### src/include/afmt_pkg.sv
`default_nettype none

package afmt_pkg;

    // Bus geometry
    localparam int AXI_AW = 8;
    localparam int AXI_DW = 32;

    // Register byte offsets
    localparam logic [AXI_AW-1:0] OFS_FORMAT = 8'h00;
    localparam logic [AXI_AW-1:0] OFS_RATE   = 8'h04;
    localparam logic [AXI_AW-1:0] OFS_X      = 8'h08;
    localparam logic [AXI_AW-1:0] OFS_Y      = 8'h0c;
    localparam logic [AXI_AW-1:0] OFS_Z      = 8'h10;
    localparam logic [AXI_AW-1:0] OFS_STATUS = 8'h14;

    // Field positions
    localparam int FMT_RANGE_LSB = 0;
    localparam int FMT_JUST_BIT  = 2;
    localparam int FMT_FULL_BIT  = 3;
    localparam int RATE_LSB      = 0;
    localparam int STAT_RDY_BIT  = 0;
    localparam int STAT_OVR_BIT  = 1;

    // Reset values
    localparam logic [1:0] RANGE_RST = 2'h0;
    localparam logic       JUST_RST  = 1'h0;
    localparam logic       FULL_RST  = 1'h0;
    localparam logic [3:0] RATE_RST  = 4'ha;

    // Rate codes of the two highest output rates, 3200 Hz and 1600 Hz
    localparam logic [3:0] RATE_3200 = 4'hf;
    localparam logic [3:0] RATE_1600 = 4'he;

    // Word geometry
    localparam int         RAW_W      = 13;
    localparam int         WORD_W     = 16;
    localparam logic [3:0] BASE_W     = 4'ha;
    localparam logic [2:0] LJ_LSB_POS = 3'h6;
    localparam logic [1:0] RANGE_MAX  = 2'h3;

    // Bus responses
    localparam logic [1:0] RESP_OKAY   = 2'h0;
    localparam logic [1:0] RESP_SLVERR = 2'h2;

    typedef struct packed {
        logic signed [RAW_W-1:0] x;
        logic signed [RAW_W-1:0] y;
        logic signed [RAW_W-1:0] z;
    } afmt_sample_t;

    typedef struct packed {
        logic       full_res;
        logic       left_just;
        logic [1:0] range;
        logic [3:0] rate;
    } afmt_cfg_t;

    function automatic logic afmt_high_rate(input logic [3:0] rate);
        return (rate == RATE_3200) || (rate == RATE_1600);
    endfunction

endpackage

`default_nettype wire

### src/logic/afmt_word_fmt.sv
`default_nettype none

module afmt_word_fmt (
    // Raw sample at the fixed fine scale
    input  wire logic signed [afmt_pkg::RAW_W-1:0]  raw_in,
    // Format selection
    input  wire afmt_pkg::afmt_cfg_t                cfg_in,
    // Formatted word
    output logic             [afmt_pkg::WORD_W-1:0] word_out
);
    import afmt_pkg::*;

    // Saturate to a signed field of the given width
    function automatic logic signed [RAW_W-1:0] clamp(
        input logic signed [RAW_W-1:0] v,
        input logic [3:0]              bits
    );
        logic signed [RAW_W:0] hi;
        logic signed [RAW_W:0] lo;
        logic signed [RAW_W:0] ve;
        hi = (14'sd1 <<< (bits - 4'd1)) - 14'sd1;
        lo = -hi - 14'sd1;
        ve = {v[RAW_W-1], v};
        if (ve > hi)
            return hi[RAW_W-1:0];
        else if (ve < lo)
            return lo[RAW_W-1:0];
        else
            return v;
    endfunction

    logic [1:0]              shift;
    logic [3:0]              width;
    logic [2:0]              lj_shift;
    logic signed [RAW_W-1:0] val;
    logic [WORD_W-1:0]       ext;

    always_comb
    begin
        // Full resolution keeps the fine step; 10-bit drops bits per range
        shift = cfg_in.full_res ? 2'd0 : cfg_in.range;
        width = cfg_in.full_res ? 4'(BASE_W + {2'b0, cfg_in.range}) : BASE_W;
        val   = clamp(raw_in >>> shift, width);
        if (afmt_high_rate(cfg_in.rate) &&
            (cfg_in.full_res || cfg_in.range == 2'h0))
        begin
            val[0] = 1'b0;
        end
        // Other modes and slower rates keep a live lowest bit
        ext = {{(WORD_W-RAW_W){val[RAW_W-1]}}, val};
        lj_shift = cfg_in.full_res ? 3'(LJ_LSB_POS - {1'b0, cfg_in.range})
                                   : LJ_LSB_POS;
        if (cfg_in.left_just)
            word_out = ext << lj_shift;
        else
            word_out = ext;
    end

endmodule // afmt_word_fmt

`default_nettype wire

### src/logic/afmt_top.sv
// Summary of operation
// Full resolution keeps one fixed acceleration step per bit in all ranges.
// Top two rates, full-res or smallest 10-bit range: lowest bit is zero.
// Right justified words put the lowest bit at bit zero of low byte.
// Left justified smallest-range 10-bit puts lowest bit at bit six.
// Left justified full-res lowest bit sits at bit 6,5,4,3 by range.
// Top rates, 10-bit larger ranges: lowest bit stays live, not forced.
// At 800 Hz or slower the lowest bit is live in every mode.
// Range code three selects the largest range; separate bit picks full-res.
`default_nettype none

module afmt_top (
    // Clock and reset
    input  wire logic                         clk_in,
    input  wire logic                         rst_in,
    // Sample stream
    input  wire logic                         sample_valid_in,
    input  wire afmt_pkg::afmt_sample_t       sample_in,
    // Write address channel
    input  wire logic                         s_axi_awvalid_in,
    output logic                              s_axi_awready_out,
    input  wire logic [afmt_pkg::AXI_AW-1:0]  s_axi_awaddr_in,
    // Write data channel
    input  wire logic                         s_axi_wvalid_in,
    output logic                              s_axi_wready_out,
    input  wire logic [afmt_pkg::AXI_DW-1:0]  s_axi_wdata_in,
    input  wire logic [3:0]                   s_axi_wstrb_in,
    // Write response channel
    output logic                              s_axi_bvalid_out,
    input  wire logic                         s_axi_bready_in,
    output logic [1:0]                        s_axi_bresp_out,
    // Read address channel
    input  wire logic                         s_axi_arvalid_in,
    output logic                              s_axi_arready_out,
    input  wire logic [afmt_pkg::AXI_AW-1:0]  s_axi_araddr_in,
    // Read data channel
    output logic                              s_axi_rvalid_out,
    input  wire logic                         s_axi_rready_in,
    output logic [afmt_pkg::AXI_DW-1:0]       s_axi_rdata_out,
    output logic [1:0]                        s_axi_rresp_out,
    // Status
    output logic                              data_ready_out
);
    import afmt_pkg::*;

    afmt_cfg_t         cfg_ff;
    logic [WORD_W-1:0] word_ff [3];
    logic [WORD_W-1:0] nxt_word [3];
    logic              ready_ff;
    logic              ovr_ff;

    logic              awready_ff;
    logic              wready_ff;
    logic [AXI_AW-1:0] awaddr_ff;
    logic [AXI_DW-1:0] wdata_ff;
    logic [3:0]        wstrb_ff;
    logic              bvalid_ff;
    logic [1:0]        bresp_ff;
    logic              arready_ff;
    logic              rvalid_ff;
    logic [AXI_DW-1:0] rdata_ff;
    logic [1:0]        rresp_ff;

    logic              aw_hs;
    logic              w_hs;
    logic              wr_fire;
    logic              ar_hs;
    logic              stat_rd;
    logic [AXI_DW-1:0] rd_data;
    logic              rd_err;
    logic [RAW_W-1:0]  raw [3];

    assign raw[0] = sample_in.x;
    assign raw[1] = sample_in.y;
    assign raw[2] = sample_in.z;

    // One formatter per axis, all sharing the current selection
    for (genvar i = 0; i < 3; i++)
    begin : g_axis
        afmt_word_fmt u_fmt (
            .raw_in   (raw[i]),
            .cfg_in   (cfg_ff),
            .word_out (nxt_word[i])
        );
    end

    // Address stays held while the response is outstanding
    assign aw_hs   = s_axi_awvalid_in && awready_ff;
    assign w_hs    = s_axi_wvalid_in && wready_ff;
    assign wr_fire = !awready_ff && !wready_ff && !bvalid_ff;
    assign ar_hs   = s_axi_arvalid_in && arready_ff;
    assign stat_rd = ar_hs && (s_axi_araddr_in == OFS_STATUS);

    always_ff @(posedge clk_in)
    begin
        if (rst_in)
        begin
            awready_ff <= 1'b1;
            awaddr_ff  <= '0;
        end
        else if (aw_hs)
        begin
            awready_ff <= 1'b0;
            awaddr_ff  <= s_axi_awaddr_in;
        end
        else if (bvalid_ff && s_axi_bready_in)
            awready_ff <= 1'b1;
    end

    always_ff @(posedge clk_in)
    begin
        if (rst_in)
        begin
            wready_ff <= 1'b1;
            wdata_ff  <= '0;
            wstrb_ff  <= '0;
        end
        else if (w_hs)
        begin
            wready_ff <= 1'b0;
            wdata_ff  <= s_axi_wdata_in;
            wstrb_ff  <= s_axi_wstrb_in;
        end
        else if (bvalid_ff && s_axi_bready_in)
            wready_ff <= 1'b1;
    end

    // Writes to read-only words are ignored but answered OKAY
    always_ff @(posedge clk_in)
    begin
        if (rst_in)
        begin
            bvalid_ff <= 1'b0;
            bresp_ff  <= RESP_OKAY;
        end
        else if (wr_fire)
        begin
            bvalid_ff <= 1'b1;
            bresp_ff  <= (awaddr_ff > OFS_STATUS || awaddr_ff[1:0] != 2'h0)
                         ? RESP_SLVERR : RESP_OKAY;
        end
        else if (s_axi_bready_in)
            bvalid_ff <= 1'b0;
    end

    always_ff @(posedge clk_in)
    begin
        if (rst_in)
        begin
            cfg_ff.full_res  <= FULL_RST;
            cfg_ff.left_just <= JUST_RST;
            cfg_ff.range     <= RANGE_RST;
            cfg_ff.rate      <= RATE_RST;
        end
        else if (wr_fire && wstrb_ff[0])
        begin
            if (awaddr_ff == OFS_FORMAT)
            begin
                cfg_ff.full_res  <= wdata_ff[FMT_FULL_BIT];
                cfg_ff.left_just <= wdata_ff[FMT_JUST_BIT];
                cfg_ff.range     <= wdata_ff[FMT_RANGE_LSB +: 2];
            end
            else if (awaddr_ff == OFS_RATE)
                cfg_ff.rate <= wdata_ff[RATE_LSB +: 4];
        end
    end

    // Words change only on a new sample, so a read sees one whole sample
    always_ff @(posedge clk_in)
    begin
        if (rst_in)
            word_ff <= '{default: '0};
        else if (sample_valid_in)
            word_ff <= nxt_word;
    end

    // A new sample in the clearing cycle wins over the read
    always_ff @(posedge clk_in)
    begin
        if (rst_in)
        begin
            ready_ff <= 1'b0;
            ovr_ff   <= 1'b0;
        end
        else
        begin
            if (sample_valid_in)
                ready_ff <= 1'b1;
            else if (stat_rd)
                ready_ff <= 1'b0;
            if (sample_valid_in && ready_ff)
                ovr_ff <= 1'b1;
            else if (stat_rd)
                ovr_ff <= 1'b0;
        end
    end

    always_comb
    begin
        rd_data = '0;
        rd_err  = 1'b0;
        if (s_axi_araddr_in == OFS_FORMAT)
        begin
            rd_data[FMT_FULL_BIT]       = cfg_ff.full_res;
            rd_data[FMT_JUST_BIT]       = cfg_ff.left_just;
            rd_data[FMT_RANGE_LSB +: 2] = cfg_ff.range;
        end
        else if (s_axi_araddr_in == OFS_RATE)
            rd_data[RATE_LSB +: 4] = cfg_ff.rate;
        else if (s_axi_araddr_in == OFS_X)
            rd_data[WORD_W-1:0] = word_ff[0];
        else if (s_axi_araddr_in == OFS_Y)
            rd_data[WORD_W-1:0] = word_ff[1];
        else if (s_axi_araddr_in == OFS_Z)
            rd_data[WORD_W-1:0] = word_ff[2];
        else if (s_axi_araddr_in == OFS_STATUS)
        begin
            rd_data[STAT_RDY_BIT] = ready_ff;
            rd_data[STAT_OVR_BIT] = ovr_ff;
        end
        else
            rd_err = 1'b1;
    end

    always_ff @(posedge clk_in)
    begin
        if (rst_in)
        begin
            arready_ff <= 1'b1;
            rvalid_ff  <= 1'b0;
            rdata_ff   <= '0;
            rresp_ff   <= RESP_OKAY;
        end
        else if (ar_hs)
        begin
            arready_ff <= 1'b0;
            rvalid_ff  <= 1'b1;
            rdata_ff   <= rd_data;
            rresp_ff   <= rd_err ? RESP_SLVERR : RESP_OKAY;
        end
        else if (rvalid_ff && s_axi_rready_in)
        begin
            arready_ff <= 1'b1;
            rvalid_ff  <= 1'b0;
        end
    end

    assign s_axi_awready_out = awready_ff;
    assign s_axi_wready_out  = wready_ff;
    assign s_axi_bvalid_out  = bvalid_ff;
    assign s_axi_bresp_out   = bresp_ff;
    assign s_axi_arready_out = arready_ff;
    assign s_axi_rvalid_out  = rvalid_ff;
    assign s_axi_rdata_out   = rdata_ff;
    assign s_axi_rresp_out   = rresp_ff;
    assign data_ready_out    = ready_ff;

    // Checks on the x axis word, range code writes and read latency
    logic              hi_rate;
    logic              fits10;
    logic              fits11;
    logic [WORD_W-1:0] exp_rj;
    assign hi_rate = afmt_high_rate(cfg_ff.rate);
    assign fits10  = (raw[0][12:9] == 4'h0) || (raw[0][12:9] == 4'hf);
    assign fits11  = (raw[0][12:10] == 3'h0) || (raw[0][12:10] == 3'h7);
    assign exp_rj  = {{(WORD_W-RAW_W){raw[0][RAW_W-1]}}, raw[0]};
    property p_r1;
        @(posedge clk_in) disable iff (rst_in)
        sample_valid_in && cfg_ff.full_res && !cfg_ff.left_just &&
        !hi_rate && cfg_ff.range == RANGE_MAX
        |=> word_ff[0] == $past(exp_rj);
    endproperty
    a_r1: assert property (p_r1) else $error("full-res word wrong");
    property p_r2;
        @(posedge clk_in) disable iff (rst_in)
        sample_valid_in && hi_rate && !cfg_ff.left_just &&
        (cfg_ff.full_res || cfg_ff.range == 2'h0)
        |=> word_ff[0][0] == 1'b0 ##1 (word_ff[0][0] == 1'b0 ||
            $past(sample_valid_in));
    endproperty
    a_r2: assert property (p_r2) else $error("lowest bit not zero");
    property p_r3;
        @(posedge clk_in) disable iff (rst_in)
        sample_valid_in && !cfg_ff.full_res && !cfg_ff.left_just
        |=> word_ff[0][15:9] == {7{word_ff[0][9]}};
    endproperty
    a_r3: assert property (p_r3) else $error("right justify wrong");
    property p_r4;
        @(posedge clk_in) disable iff (rst_in)
        sample_valid_in && !cfg_ff.full_res && cfg_ff.left_just &&
        cfg_ff.range == 2'h0 && !hi_rate && fits10
        |=> word_ff[0][5:0] == 6'h0 && word_ff[0][6] == $past(raw[0][0]);
    endproperty
    a_r4: assert property (p_r4) else $error("10-bit left lsb wrong");
    property p_r5;
        @(posedge clk_in) disable iff (rst_in)
        sample_valid_in && cfg_ff.full_res && cfg_ff.left_just &&
        cfg_ff.range == RANGE_MAX && !hi_rate
        |=> word_ff[0] == {$past(raw[0]), 3'h0};
    endproperty
    a_r5: assert property (p_r5) else $error("full-res left wrong");
    property p_r6;
        @(posedge clk_in) disable iff (rst_in)
        sample_valid_in && hi_rate && !cfg_ff.full_res &&
        !cfg_ff.left_just && cfg_ff.range == 2'h1 && fits11
        |=> word_ff[0][0] == $past(raw[0][1]);
    endproperty
    a_r6: assert property (p_r6) else $error("10-bit lsb forced");
    property p_r7;
        @(posedge clk_in) disable iff (rst_in)
        sample_valid_in && !hi_rate && !cfg_ff.left_just &&
        cfg_ff.range == 2'h0 && fits10
        |=> word_ff[0][0] == $past(raw[0][0]);
    endproperty
    a_r7: assert property (p_r7) else $error("slow rate lsb lost");
    property p_r8;
        @(posedge clk_in) disable iff (rst_in)
        wr_fire && wstrb_ff[0] && awaddr_ff == OFS_FORMAT &&
        wdata_ff[FMT_RANGE_LSB +: 2] == RANGE_MAX
        |=> cfg_ff.range == RANGE_MAX && s_axi_bvalid_out;
    endproperty
    a_r8: assert property (p_r8) else $error("range code not taken");
    property p_rd_latency;
        @(posedge clk_in) disable iff (rst_in)
        ar_hs |=> s_axi_rvalid_out && !s_axi_arready_out;
    endproperty
    a_rd_latency: assert property (p_rd_latency)
        else $error("read answer late");
    c_fullres_left: cover property (@(posedge clk_in) disable iff (rst_in)
        sample_valid_in && cfg_ff.full_res && cfg_ff.left_just);
    c_hi_rate_10b: cover property (@(posedge clk_in) disable iff (rst_in)
        sample_valid_in && hi_rate && !cfg_ff.full_res);
    c_write_read: cover property (@(posedge clk_in) disable iff (rst_in)
        wr_fire ##[1:20] ar_hs);

endmodule // afmt_top

`default_nettype wire

### config.mk
export PLATFORM = sky130hd
export DESIGN_NAME = afmt_top
export DESIGN_NICKNAME = d
export VERILOG_FILES = /design/src/include/afmt_pkg.sv /design/src/logic/afmt_word_fmt.sv /design/src/logic/afmt_top.sv
export SDC_FILE = /design/constraint.sdc
export NUM_CORES = 1
export LEC_CHECK = 0
export BUFFER_PORTS_ARGS = -buffer_cell sky130_fd_sc_hd__buf_2
export CORE_MARGIN = 2
export CORE_UTILIZATION = 30
export CTS_CLUSTER_DIAMETER = 30
export DETAILED_ROUTE_END_ITERATION = 7
export SLEW_MARGIN = 40
export SYNTH_ARGS = -nofsm -noshare
export SYNTH_HDL_FRONTEND = slang
export SYNTH_SLANG_ARGS = --single-unit
export TNS_END_PERCENT = 5
### constraint.sdc
create_clock -name clk_in -period 5.9 [get_ports clk_in]
set_clock_uncertainty 0.05 [all_clocks]
set_input_delay 1.18 -clock clk_in [delete_from_list [all_inputs] [get_ports clk_in]]
set_output_delay 1.18 -clock clk_in [all_outputs]
set_load 0.03 [all_outputs]
==> run_results.csv <==
group,metric,value,unit
run_status,outcome,"finished, final reports clean",
power,p_comb_share,35.2,%
critical_path,endpoint_kind,"flop",
sta,slew_headroom,35.3,%
power,leakagePower,4.45,nW
sta,setup-tns-final,0,ps
floorplanning,start_util,30.4,%
grt,grt_pass1_vias,8866,
logic_synthesis,synth_top_area_share,19.6,%
cts,cts_setup_buffers,0,
grt,antenna_found_initial,0,
run,maxCapViolations,0,
critical_path,path_class,"flop to flop",
logic_synthesis,synth_area_leaders,"dfxtp_1 20%, ha_1 11%, nor2_1 5.7%",
floorplanning,core,31600,sq um
logic_synthesis,synth.distinct_cells,89,
logic_synthesis,syn_avg_cell_area,7.62,sq um
power,switchingPower,748,uW
min_path,hold_path_class,"flop to flop",
placed_design,io_buffers,91,
routing,dr.pass1.iters,7,
routing,ant_nets,0,
critical_path,crit_path_max_fanout,25,
logic_synthesis,netlist_instances,1260,
sta,final-max-slew-violation-count,0,
cts,cts_sinks,94,
logic_synthesis,synth_edf_count,0,
critical_path,worstPathArrival,5410,ps
routing,vias_per_cell,5.71,
final_layout,final_nets,1504,
placed_design,preCtsSetupSlack,557,ps
grt,grt_usage,18.8,%
routing,vias,9855,
grt,grt.overflow.total,0,
logic_synthesis,syn_area,9610,sq um
logic_synthesis,synth_top_area_cell,"dfxtp_1",
sta,rsz0062_at_grt,"no",
cts,cts.path.max_buffers,2,
logic_synthesis,ys_seq_area_share,19.6,%
routing,drcViolationCount,0,
power,vdd_ir_drop_max,0.000125,V
sta,hold_viol,0,
cts,clkSlewWorstSetupHoldPaths,70,ps
placed_design,place_hpwl,24000,um
power,p_seq_share,36.2,%
floorplanning,die-area,33500,sq um
power,internal_power,1.22,mW
floorplanning,num_rows,65,
floorplanning,die_h,183,um
floorplanning,pin_count,141,
cts,clk_latency,350,ps
logic_synthesis,ys.flop_type,"dfxtp_1",
routing,post_drt_wl_per_cell,18.5,um
routing,drt_wl_total,31900,um
sta,worst_slew_pin_slew,967,ps
floorplanning,die_x,183,um
final_layout,mostFrequentLayoutCells,"145 x nor2_1, 101 x a21oi_1, 94 x dfxtp_1",
grt,grt_max_degree,70,
sta,timing.final.crit_share,89.2,%
logic_synthesis,ys_seq_elements,94,
sta,setup_slack,638,ps
critical_path,start_kind,"flop",
sta,setup_viol,0,
grt,grt_first_pass_wirelength,50500,um
cts,post_cts_resized,0,
sta,max_freq,190,MHz
cts,cts_root_buffer,"clkbuf_16",
final_layout,mostFrequentLayoutCell,"nor2_1",
routing,first_iter_violations,1098,
placed_design,gp_congestion,0.947,
power,powerDensity,184,nW/um^2
final_layout,fillCellCount,3413,
logic_synthesis,ys_warn_count,0,
cts,cts_hold_buf,0,
power,p_clk_share,28.6,%
cts,numCtsBuffers,9,
final_layout,diodes,0,
cts,cts_tree,"done",
final_layout,area_growth,11.5,%
sta,period_needed,5260,ps
cts,htreeDepth,3,
final_layout,utilization,33.9,%
critical_path,critPathRequiredTime,6050,ps
power,swShare,37.9,%
logic_synthesis,synth-async-reset-ratio,0,%
final_layout,drive_above_1_share,15.4,%
==> cell type report <==
class	count	area (sq um)	share of cell area (%)
Multi-Input combinational cell	1058	7220	67.4
Sequential cell	94	1880	17.6
Timing Repair Buffer	122	688	6.43
Tap cell	402	503	4.70
Clock buffer	9	225	2.10
Inverter	34	128	1.19
Clock inverter	7	62.6	0.584
==> Yosys cell counts (12+ instances only) <==
cell / n
nor2_1: 146
a21oi_1: 101
dfxtp_1: 94
nand2_1: 87
ha_1: 86
clkbuf_1: 80
o21ai_0: 60
nor3_1: 47
mux2i_1: 46
a211oi_1: 36
nand3_1: 35
inv_1: 33
a22oi_1: 25
buf_4: 23
a31oi_1: 21
mux2_2: 21
o211ai_1: 20
nand2b_1: 16
a221oi_1: 14
and2_1: 14
mux4_2: 14
nor4_1: 12
o22ai_1: 12
==> through the flow <==
step	total power, mW	cell area, sq um	instances	hold slack [ps]
3_5_place_dp	1.39	10400	1710	393
6_report	1.97	10700	1726	403
5_1_grt	2.09	10700	1726	428
4_1_cts	1.96	10700	1726	402
3_3_place_gp	1.39	10400	1710	390
2_1_floorplan	1.22	9780	1307	381
==> path summary, 6_finish.rpt <==
path / start / endpoint / slack [ps] / cells past startpoint
min reg2reg: awaddr_ff[5]$_SDFFE_PP0P_ / awaddr_ff[5]$_SDFFE_PP0P_ / 400 / 2
max: cfg_ff[7]$_SDFFE_PP0P_ / word_ff[38]$_SDFFE_PP0P_ / 640 / 14
min: awaddr_ff[5]$_SDFFE_PP0P_ / awaddr_ff[5]$_SDFFE_PP0P_ / 400 / 2
max reg2reg: cfg_ff[7]$_SDFFE_PP0P_ / word_ff[38]$_SDFFE_PP0P_ / 640 / 14
==> sequential cells by signal, summed over array words and instances (netlist names) <==
name               cells
wdata_ff               4
data_ready_out         1
ovr_ff                 1
s_axi_wready_out       1
s_axi_arready_out      1
s_axi_rvalid_out       1
s_axi_awready_out      1
cfg_ff                 8
word_ff               48
s_axi_bresp_out        1
s_axi_rresp_out        1
wstrb_ff               1
awaddr_ff              8
s_axi_bvalid_out       1
s_axi_rdata_out       16
==> worst max-delay path: stages, from the launching register on <==
cell,delay [ps]
dfxtp_1,480
nand2b_4,290
buf_4,340
mux2i_1,150
mux2i_1,590
ha_1,390
or4b_2,610
nor3_1,240
a22oi_2,120
o21a_2,280
a21oi_1,410
o221ai_1,280
o22a_1,290
a221oi_1,500
nor3_1,80
==> metal layers <==
| metal | track usage (%) | vias to the layer above | routed length [um] |
|---|---|---|---|
| li1 | - | 4787 | - |
| met1 | 28.4 | 4590 | 15700 |
| met2 | 27.8 | 449 | 13200 |
| met3 | 2.80 | 29 | 2530 |
| met4 | 4.10 | 0 | 501 |
| met5 | 0 | - | 0 |
==> power by group through the flow <==
stage	logic (mW)	registers (mW)	clock network, mW
after CTS	0.667	0.714	0.582
after detailed placement	0.664	0.729	0
after global placement	0.658	0.728	0
final	0.694	0.714	0.565
after floorplan	0.488	0.735	0
after global routing	0.761	0.720	0.614
==> cell families after synthesis <==
group | Yosys count | synth area share, %
mux | 83 | 10.8
other cells | 2 | 0.0782
simple gates | 416 | 20.6
buf+inv | 155 | 7.24
compound gates | 424 | 30.5
flops | 94 | 19.6
fa+ha+maj | 86 | 11.2
No activity file was read; power rests on OpenSTA's default activity.
